File: config.mk
export PLATFORM = sky130hd
export DESIGN_NAME = i2c_slave_core
export DESIGN_NICKNAME = d
export VERILOG_FILES = /design/src/core/i2c_slave_pkg.sv /design/src/core/i2c_slave_core.sv
export SDC_FILE = /design/constraint.sdc
export NUM_CORES = 1
export LEC_CHECK = 0
export BUFFER_PORTS_ARGS = -buffer_cell sky130_fd_sc_hd__buf_4
export CORE_AREA = 2 2 118 120
export CTS_BUF_LIST = sky130_fd_sc_hd__clkbuf_16
export DETAILED_ROUTE_END_ITERATION = 12
export DIE_AREA = 0 0 120 122
export HOLD_SLACK_MARGIN = 0.05
export PLACE_DENSITY_LB_ADDON = 0.15
export SLEW_MARGIN = 20
export SYNTH_ARGS = -nofsm -noshare
export SYNTH_HDL_FRONTEND = slang
export SYNTH_SLANG_ARGS = --single-unit
File: constraint.sdc
create_clock -name CLK -period 2.2 [get_ports CLK]
set_input_delay 0.33 -clock CLK [delete_from_list [all_inputs] [get_ports CLK]]
set_output_delay 0.33 -clock CLK [all_outputs]
set_load 0.01 [all_outputs]
File: src/core/i2c_slave_pkg.sv
// Constants, register map and state codes of the I2C slave engine.
package i2c_slave_pkg;
  // Register indices; the byte address is four times the index.
  localparam logic [7:0] IDX_INT_MAIN = 8'h0b;
  localparam logic [7:0] IDX_FLAGS1   = 8'h0c;
  localparam logic [7:0] IDX_BUF      = 8'h13;
  localparam logic [7:0] IDX_CTRL     = 8'h14;
  localparam logic [7:0] IDX_DIR      = 8'h87;
  localparam logic [7:0] IDX_EN1      = 8'h8c;
  localparam logic [7:0] IDX_ADDR     = 8'h93;
  localparam logic [7:0] IDX_STAT     = 8'h94;
  // Field positions.
  localparam int IRQ_BIT  = 3;
  localparam int DIR_SCL  = 3;
  localparam int DIR_SDA  = 4;
  localparam int C_WCOL   = 7;
  localparam int C_OV     = 6;
  localparam int C_EN     = 5;
  localparam int C_REL    = 4;
  localparam int S_SMP    = 7;
  localparam int S_CKE    = 6;
  // Reset values.
  localparam logic [7:0] RST_ZERO = 8'h00;
  localparam logic [7:0] RST_DIR  = 8'hff;
  // Mode field codes.
  localparam logic [3:0] MODE_S7     = 4'h6;
  localparam logic [3:0] MODE_S10    = 4'h7;
  localparam logic [3:0] MODE_M_IDLE = 4'hb;
  localparam logic [3:0] MODE_S7_SP  = 4'he;
  localparam logic [3:0] MODE_S10_SP = 4'hf;
  // Bits in a byte and counter width.
  localparam logic [3:0] BITS_BYTE = 4'h8;
  localparam logic [3:0] CNT_ZERO  = 4'h0;
  localparam logic [3:0] CNT_ONE   = 4'h1;
  typedef enum logic [2:0] {
    ST_IDLE   = 3'b000,
    ST_ADDR   = 3'b001,
    ST_RX     = 3'b010,
    ST_ACK    = 3'b011,
    ST_TX     = 3'b100,
    ST_TX_ACK = 3'b101
  } state_t;
endpackage : i2c_slave_pkg

File: src/core/i2c_slave_core.sv
// I2C slave engine with start/stop events and an APB register slave.
module i2c_slave_core #(
  parameter int AW = 12
) (
  // Clock and reset.
  input  wire logic          CLK,
  input  wire logic          RST_N,
  // APB slave.
  input  wire logic          PSEL,
  input  wire logic          PENABLE,
  input  wire logic          PWRITE,
  input  wire logic [AW-1:0] PADDR,
  input  wire logic [31:0]   PWDATA,
  output logic      [31:0]   PRDATA,
  output logic               PREADY,
  output logic               PSLVERR,
  // Bus clock pin, open drain.
  input  wire logic          SCL_I,
  output logic               SCL_O,
  output logic               SCL_OE_N,
  // Bus data pin, open drain.
  input  wire logic          SDA_I,
  output logic               SDA_O,
  output logic               SDA_OE_N
);
  logic [2:0]  scl_q;
  logic [2:0]  sda_q;
  logic        scl_f;
  logic        sda_f;
  logic        scl_d;
  logic        sda_d;
  logic        scl_rise;
  logic        scl_fall;
  logic        start_ev;
  logic        stop_ev;
  logic [7:0]  idx;
  logic        hit;
  logic        acc;
  logic        wr;
  logic        rd;
  logic [7:0]  wdat;
  logic [7:0]  rdata;
  logic [7:0]  int_main;
  logic [7:0]  flags_rest;
  logic [7:0]  enables1;
  logic [7:0]  own_addr;
  logic [7:0]  port_c_direction;
  logic [7:0]  data_buf;
  logic [7:0]  shift_reg;
  logic        wcol;
  logic        receive_overflow;
  logic        module_enable;
  logic        clock_release;
  logic [3:0]  mode_field;
  logic        smp;
  logic        cke;
  logic        data_not_addr;
  logic        stop_seen;
  logic        start_seen;
  logic        dir_read;
  logic        address_refresh_due;
  logic        buffer_full;
  logic        serial_irq_flag;
  logic        sda_low;
  logic        ack_ok;
  logic        mst_busy;
  logic [3:0]  cnt;
  i2c_slave_pkg::state_t state;
  logic        slv_on;
  logic        sp_irq;
  logic        tx_busy;
  logic        stretch;

  // Three-stage sampling; a level counts once stages two and three agree.
  always_ff @(posedge CLK or negedge RST_N) begin
    if (!RST_N) begin
      scl_q <= 3'h7;
      sda_q <= 3'h7;
      scl_f <= 1'b1;
      sda_f <= 1'b1;
      scl_d <= 1'b1;
      sda_d <= 1'b1;
    end else begin
      scl_q <= {scl_q[1:0], SCL_I};
      sda_q <= {sda_q[1:0], SDA_I};
      if (scl_q[1] == scl_q[2]) begin
        scl_f <= scl_q[2];
      end
      if (sda_q[1] == sda_q[2]) begin
        sda_f <= sda_q[2];
      end
      scl_d <= scl_f;
      sda_d <= sda_f;
    end
  end

  // Bus events from the filtered levels.
  assign scl_rise = scl_f & ~scl_d;
  assign scl_fall = ~scl_f & scl_d;
  assign start_ev = sda_d & ~sda_f & scl_f & scl_d;
  assign stop_ev  = ~sda_d & sda_f & scl_f & scl_d;

  // Mode decode: which modes run the slave and which report start and stop.
  assign slv_on = module_enable && (mode_field == i2c_slave_pkg::MODE_S7 ||
                  mode_field == i2c_slave_pkg::MODE_S10 ||
                  mode_field == i2c_slave_pkg::MODE_S7_SP ||
                  mode_field == i2c_slave_pkg::MODE_S10_SP);
  assign sp_irq = mode_field == i2c_slave_pkg::MODE_S7_SP ||
                  mode_field == i2c_slave_pkg::MODE_S10_SP ||
                  mode_field == i2c_slave_pkg::MODE_M_IDLE;
  assign tx_busy = (state == i2c_slave_pkg::ST_TX) && (cnt != i2c_slave_pkg::CNT_ZERO);
  assign stretch = (state == i2c_slave_pkg::ST_TX) && !clock_release &&
                   (cnt == i2c_slave_pkg::CNT_ZERO);

  // APB decode; only aligned words inside the map are taken.
  assign idx  = PADDR[9:2];
  assign acc  = PSEL && PENABLE && PREADY;
  assign wr   = acc && PWRITE && hit;
  assign rd   = acc && !PWRITE && hit;
  assign wdat = PWDATA[7:0];
  always_comb begin
    hit = (PADDR[1:0] == 2'h0) && (PADDR[AW-1:10] == '0);
    case (idx)
      i2c_slave_pkg::IDX_INT_MAIN: rdata = int_main;
      i2c_slave_pkg::IDX_FLAGS1: begin
        rdata = flags_rest;
        rdata[i2c_slave_pkg::IRQ_BIT] = serial_irq_flag;
      end
      i2c_slave_pkg::IDX_BUF:  rdata = data_buf;
      i2c_slave_pkg::IDX_CTRL: rdata = {wcol, receive_overflow, module_enable,
                                        clock_release, mode_field};
      i2c_slave_pkg::IDX_DIR:  rdata = port_c_direction;
      i2c_slave_pkg::IDX_EN1:  rdata = enables1;
      i2c_slave_pkg::IDX_ADDR: rdata = own_addr;
      i2c_slave_pkg::IDX_STAT: rdata = {smp, cke, data_not_addr, stop_seen, start_seen,
                                        dir_read, address_refresh_due, buffer_full};
      default: begin
        rdata = i2c_slave_pkg::RST_ZERO;
        hit   = 1'b0;
      end
    endcase
  end

  // Answer one cycle after setup, so every access has no wait state.
  always_ff @(posedge CLK or negedge RST_N) begin
    if (!RST_N) begin
      PREADY  <= 1'b0;
      PSLVERR <= 1'b0;
      PRDATA  <= 32'h0;
    end else begin
      PREADY  <= PSEL && !PENABLE;
      PSLVERR <= PSEL && !PENABLE && !hit;
      if (PSEL && !PENABLE) begin
        PRDATA <= {24'h0, hit ? rdata : i2c_slave_pkg::RST_ZERO};
      end
    end
  end

  // Plain storage registers that no hardware event touches.
  always_ff @(posedge CLK or negedge RST_N) begin
    if (!RST_N) begin
      int_main   <= i2c_slave_pkg::RST_ZERO;
      flags_rest <= i2c_slave_pkg::RST_ZERO;
      enables1   <= i2c_slave_pkg::RST_ZERO;
      own_addr   <= i2c_slave_pkg::RST_ZERO;
    end else if (wr) begin
      if (idx == i2c_slave_pkg::IDX_INT_MAIN) begin
        int_main <= wdat;
      end
      if (idx == i2c_slave_pkg::IDX_FLAGS1) begin
        flags_rest <= wdat & ~(8'h1 << i2c_slave_pkg::IRQ_BIT);
      end
      if (idx == i2c_slave_pkg::IDX_EN1) begin
        enables1 <= wdat;
      end
      if (idx == i2c_slave_pkg::IDX_ADDR) begin
        own_addr <= wdat;
      end
    end
  end

  // Serial engine and the registers it shares with software. Software
  // effects come first so that a hardware set in the same cycle wins.
  always_ff @(posedge CLK or negedge RST_N) begin
    if (!RST_N) begin
      port_c_direction    <= i2c_slave_pkg::RST_DIR;
      data_buf            <= i2c_slave_pkg::RST_ZERO;
      shift_reg           <= i2c_slave_pkg::RST_ZERO;
      wcol                <= 1'b0;
      receive_overflow    <= 1'b0;
      module_enable       <= 1'b0;
      clock_release       <= 1'b0;
      mode_field          <= 4'h0;
      smp                 <= 1'b0;
      cke                 <= 1'b0;
      data_not_addr       <= 1'b0;
      stop_seen           <= 1'b0;
      start_seen          <= 1'b0;
      dir_read            <= 1'b0;
      address_refresh_due <= 1'b0;
      buffer_full         <= 1'b0;
      serial_irq_flag     <= 1'b0;
      sda_low             <= 1'b0;
      ack_ok              <= 1'b0;
      mst_busy            <= 1'b0;
      cnt                 <= i2c_slave_pkg::CNT_ZERO;
      state               <= i2c_slave_pkg::ST_IDLE;
    end else begin
      // A buffer write mid-byte would corrupt the wire, so it only flags a collision.
      if (wr && idx == i2c_slave_pkg::IDX_BUF) begin
        if (tx_busy) begin
          wcol <= 1'b1;
        end else begin
          data_buf  <= wdat;
          shift_reg <= wdat;
        end
      end
      if (wr && idx == i2c_slave_pkg::IDX_CTRL) begin
        wcol             <= wdat[i2c_slave_pkg::C_WCOL];
        receive_overflow <= wdat[i2c_slave_pkg::C_OV];
        module_enable    <= wdat[i2c_slave_pkg::C_EN];
        clock_release    <= wdat[i2c_slave_pkg::C_REL];
        mode_field       <= wdat[3:0];
      end
      if (wr && idx == i2c_slave_pkg::IDX_STAT) begin
        smp <= wdat[i2c_slave_pkg::S_SMP];
        cke <= wdat[i2c_slave_pkg::S_CKE];
      end
      if (wr && idx == i2c_slave_pkg::IDX_FLAGS1) begin
        serial_irq_flag <= wdat[i2c_slave_pkg::IRQ_BIT];
      end
      if (wr && idx == i2c_slave_pkg::IDX_DIR) begin
        port_c_direction <= wdat;
        if (!wdat[i2c_slave_pkg::DIR_SDA] || !wdat[i2c_slave_pkg::DIR_SCL]) begin
          mst_busy <= 1'b1;
        end
      end
      if (rd && idx == i2c_slave_pkg::IDX_BUF) begin
        buffer_full <= 1'b0;
      end
      // Bus conditions take priority over the byte sequence.
      if (!module_enable) begin
        start_seen <= 1'b0;
        stop_seen  <= 1'b0;
        sda_low    <= 1'b0;
        state      <= i2c_slave_pkg::ST_IDLE;
      end else if (start_ev) begin
        start_seen <= 1'b1;
        stop_seen  <= 1'b0;
        if (sp_irq) begin
          serial_irq_flag <= 1'b1;
        end
        sda_low <= 1'b0;
        cnt     <= i2c_slave_pkg::CNT_ZERO;
        state   <= slv_on ? i2c_slave_pkg::ST_ADDR : i2c_slave_pkg::ST_IDLE;
      end else if (stop_ev) begin
        stop_seen  <= 1'b1;
        start_seen <= 1'b0;
        if (sp_irq || enables1[i2c_slave_pkg::IRQ_BIT]) begin
          serial_irq_flag <= 1'b1;
        end
        mst_busy <= 1'b0;
        sda_low  <= 1'b0;
        state    <= i2c_slave_pkg::ST_IDLE;
      end else begin
        case (state)
          i2c_slave_pkg::ST_ADDR, i2c_slave_pkg::ST_RX: begin
            if (scl_rise) begin
              shift_reg <= {shift_reg[6:0], sda_f};
              cnt       <= cnt + i2c_slave_pkg::CNT_ONE;
            end else if (scl_fall && cnt == i2c_slave_pkg::BITS_BYTE) begin
              cnt <= i2c_slave_pkg::CNT_ZERO;
              if (state == i2c_slave_pkg::ST_ADDR) begin
                if (shift_reg[7:1] == own_addr[7:1]) begin
                  dir_read      <= shift_reg[0];
                  data_not_addr <= 1'b0;
                  if (!buffer_full && !receive_overflow) begin
                    data_buf    <= shift_reg;
                    buffer_full <= 1'b1;
                    sda_low     <= 1'b1;
                  end else begin
                    receive_overflow <= 1'b1;
                  end
                  state <= i2c_slave_pkg::ST_ACK;
                end else begin
                  state <= i2c_slave_pkg::ST_IDLE;
                end
              end else begin
                data_not_addr <= 1'b1;
                if (!buffer_full) begin
                  data_buf    <= shift_reg;
                  buffer_full <= 1'b1;
                  sda_low     <= !receive_overflow;
                end else begin
                  receive_overflow <= 1'b1;
                end
                state <= i2c_slave_pkg::ST_ACK;
              end
            end
          end
          i2c_slave_pkg::ST_ACK: begin
            if (scl_fall) begin
              serial_irq_flag <= 1'b1;
              sda_low         <= 1'b0;
              if (dir_read && !data_not_addr) begin
                clock_release <= 1'b0;
                state         <= i2c_slave_pkg::ST_TX;
              end else begin
                state <= i2c_slave_pkg::ST_RX;
              end
            end
          end
          i2c_slave_pkg::ST_TX: begin
            // Data changes only while the clock is low.
            if (!scl_f) begin
              sda_low <= ~shift_reg[7];
            end
            if (scl_fall) begin
              shift_reg <= {shift_reg[6:0], 1'b0};
              cnt       <= cnt + i2c_slave_pkg::CNT_ONE;
              if (cnt == i2c_slave_pkg::BITS_BYTE - i2c_slave_pkg::CNT_ONE) begin
                state <= i2c_slave_pkg::ST_TX_ACK;
              end
            end
          end
          i2c_slave_pkg::ST_TX_ACK: begin
            sda_low <= 1'b0;
            if (scl_rise) begin
              ack_ok <= ~sda_f;
            end else if (scl_fall) begin
              serial_irq_flag <= 1'b1;
              cnt             <= i2c_slave_pkg::CNT_ZERO;
              if (ack_ok) begin
                clock_release <= 1'b0;
                state         <= i2c_slave_pkg::ST_TX;
              end else begin
                dir_read            <= 1'b0;
                data_not_addr       <= 1'b0;
                address_refresh_due <= 1'b0;
                buffer_full         <= 1'b0;
                state               <= i2c_slave_pkg::ST_IDLE;
              end
            end
          end
          default: begin
            state <= i2c_slave_pkg::ST_IDLE;
          end
        endcase
      end
      // Lost arbitration: we released data but the wire reads low.
      if (module_enable && mst_busy && scl_rise && port_c_direction[i2c_slave_pkg::DIR_SDA] &&
          !sda_f && !sda_low) begin
        port_c_direction[i2c_slave_pkg::DIR_SDA] <= 1'b1;
        port_c_direction[i2c_slave_pkg::DIR_SCL] <= 1'b1;
        mst_busy                                 <= 1'b0;
      end
    end
  end

  // Open-drain pins: the level is always low, only the enable moves.
  always_ff @(posedge CLK or negedge RST_N) begin
    if (!RST_N) begin
      SCL_O    <= 1'b0;
      SDA_O    <= 1'b0;
      SCL_OE_N <= 1'b1;
      SDA_OE_N <= 1'b1;
    end else begin
      SCL_O    <= 1'b0;
      SDA_O    <= 1'b0;
      SCL_OE_N <= !(module_enable && (!port_c_direction[i2c_slave_pkg::DIR_SCL] ||
                  stretch));
      SDA_OE_N <= !(module_enable && (!port_c_direction[i2c_slave_pkg::DIR_SDA] ||
                  sda_low));
    end
  end
endmodule : i2c_slave_core

==> results.toml <==
[outcome]
status = "complete, no violations"

[routing]
via_per_inst = 5.67
wl_per_cell_um = 18.7
drt_iter0_drc = 397
ant_nets = 0
routed_wl_um = 15700
firstDrtPassIters = 7
vias = 4765
drcViolationCount = 0

[logic_synthesis]
yosys-top-cells-area = "dfrtp_1, mux2_2, dfstp_2"
synth_ff_type = "dfrtp_1"
ys_types = 72
ys_top_cells_by_count = "dfrtp_1, mux2_2, nand2_1"
yosys_warnings = 0
yosysSeqAreaShare_pct = 44.4
synth_area_um2 = 5860
yosysTopAreaCell = "dfrtp_1"
ys_async_sr_fraction_pct = 100
synth.most_common_cell = "dfrtp_1"
synth_area_per_cell_um2 = 10.2
yosysTopAreaCellShare_pct = 35.5
ys_seq_elements = 103
synth_edf_count = 0
syn-instance-count = 573

[floorplanning]
fp-row-count = 43
die_h_um = 122
initial_core_util_pct = 43.4
die_w_um = 120
die-area_um2 = 14600
coreArea_um2 = 13500
ioPinCount = 89

[sta]
slew_viol_final = 0
setup_slack_ns = 0.0572
max_freq_ghz = 0.467
fin_worst_skew_ns = 0.0102
hold_viol = 0
finalSetupViolCount = 0
period_share_pct = 97.4
min_period_ns = 2.14
relSlewSlack_pct = 40.6
tightest_slew_ns = 0.890

[global_routing]
use_met2_pct = 35.0
grt_max_degree = 45
grt_util_met1_pct = 31.1
top_usage_layer = "met2"
grt_pass1_vias = 4521
grt_pass1_wl_um = 24900
track_usage_pct = 22.2
grt_util_met3_pct = 4.07
overflow = 0
antenna_found_initial = 0

[placed_design]
routabilityCongestion = 0.956
place_hpwl_um = 11900
portBuffers = 38
dp_cells = 824
dp_slack_ns = -0.268

[clock_network]
clock-sinks = 103
cts_buffers = 9
insertion_delay_ns = 0.36
clock-root-buffer = "clkbuf_16"
clk_pin_slew_ns = 0.07
cts_max_level = 3
cts_buffer_depth = 2
cts_setup_buffers = 0
cts_tree = "done"

[power]
irDropWorstVdd_v = 0.000411
power.density_nw_per_um2 = 552
finalPower_uw = 3850
p_leak_uw = 0.00317

[critical_path]
start_kind = "primary input"
end_kind = "register"
crit_fanout = 6
critPathArrivalTime_ns = 2.39
rrSetupSlack_ns = 0.09
timing_worst_setup_path_type = "in2reg"
worst_ep_required_time_ns = 2.45

[flow_run]
drv_cap = 0

[worst_hold_path]
min_path_type = "in2reg"

[layout]
fin_nets = 709
area_growth_pct = 19.2
utilization_pct = 51.7
fin_cells = 841
drive_gt1_share_pct = 31.8
diodes = 0
==> worst max-delay path, stage by stage <==
cell	delay (ns)
buf_4	0.12
buf_4	0.13
nor4_1	0.57
nand2_1	0.33
nor4_1	0.39
buf_4	0.20
mux2_2	0.33
==> cells in the final DEF (no fill, tap or decap), drive strengths merged, types with 4 or more instances in the layout <==
cell and instances:
a211oi 4, a21oi 21, a221oi 4, a22o 7
a22oi 6, a31oi 9, a32oi 5, and3 12
and3b 4, and4b 4, buf 102, clkbuf 9
clkinv 4, conb 26, dfrtp 83, dfstp 20
inv 14, mux2 63, mux2i 6, nand2 51
nand2b 15, nand3 12, nand3b 18, nor2 25
nor2b 11, nor3 13, nor4 6, o21ai 27
o22ai 4, or3 4, or4 5, xnor2 8
==> per-layer routing <==
layer	routed length (µm)	up-vias
met5	0	-
met4	309	0
met3	938	24
met2	7340	149
met1	7150	2372
li1	-	2220
==> power breakdown <==
part           internal (µW)  total, µW  switching [µW]
Combinational            110        299             188
Clock                    884       1620             734
Sequential              1920       1930            13.7
Total                   2910       3850             936
==> layout make-up <==
cell class              instances  area (µm²)
fillers                      1220        6530
clock buffers                   9         225
multi-input cells             426        3000
flip-flops and latches        103        2600
inverters                      13        48.8
clock inverters                 7        72.6
well taps                     180         225
repair buffers                103         805
==> worst paths after layout <==
| path | start | end | cells past startpoint |
|---|---|---|---|
| max | PADDR[7] | smp$_DFFE_PN0P_ | 7 |
| min | SDA_I | sda_q[0]$_DFF_PN1_ | 1 |
| max reg2reg | cnt[0]$_DFFE_PN0P_ | data_buf[6]$_DFF_PN0_ | 7 |
| min reg2reg | sda_q[0]$_DFF_PN1_ | sda_q[1]$_DFF_PN1_ | 0 |
| max in group asynchronous | RST_N | sda_q[0]$_DFF_PN1_ | 3 |
| min in group asynchronous | RST_N | flags_rest[4]$_DFFE_PN0N_ | 2 |
==> per-stage QoR <==
stage / instance area, µm² / TNS [ns] / hold WS (ns)
after floorplan: 5980 / -0.635 / 0.0344
after global placement: 6660 / -4.29 / 0.249
after detailed placement: 6660 / -4.98 / 0.250
after CTS: 6970 / 0 / 0.0660
after global routing: 6980 / -0.00401 / 0.0656
final: 6980 / 0 / 0.0754
==> kinds of logic (layout without fill, tap and decap cells) <==
kind of cell,Yosys count,count (layout),share of synthesized area [%]
fa+ha+maj,4,4,0.769
other cells,1,26,0.0640
flops,103,103,44.4
mux,69,69,13.6
simple gates,198,198,19.5
xor+xnor,9,9,1.35
compound gates,120,120,14.0
buf+inv,69,132,6.32
==> what timing repair did <==
| action | CTS | global route |
|---|---|---|
| endpoints found under the hold margin | 17 | 0 |
| hold buffers | 1 | 0 |
| gates resized for setup | 2 | 4 |
| endpoints found under the setup margin | 8 | 10 |
Note: power is estimated with default switching activity, not from simulation.
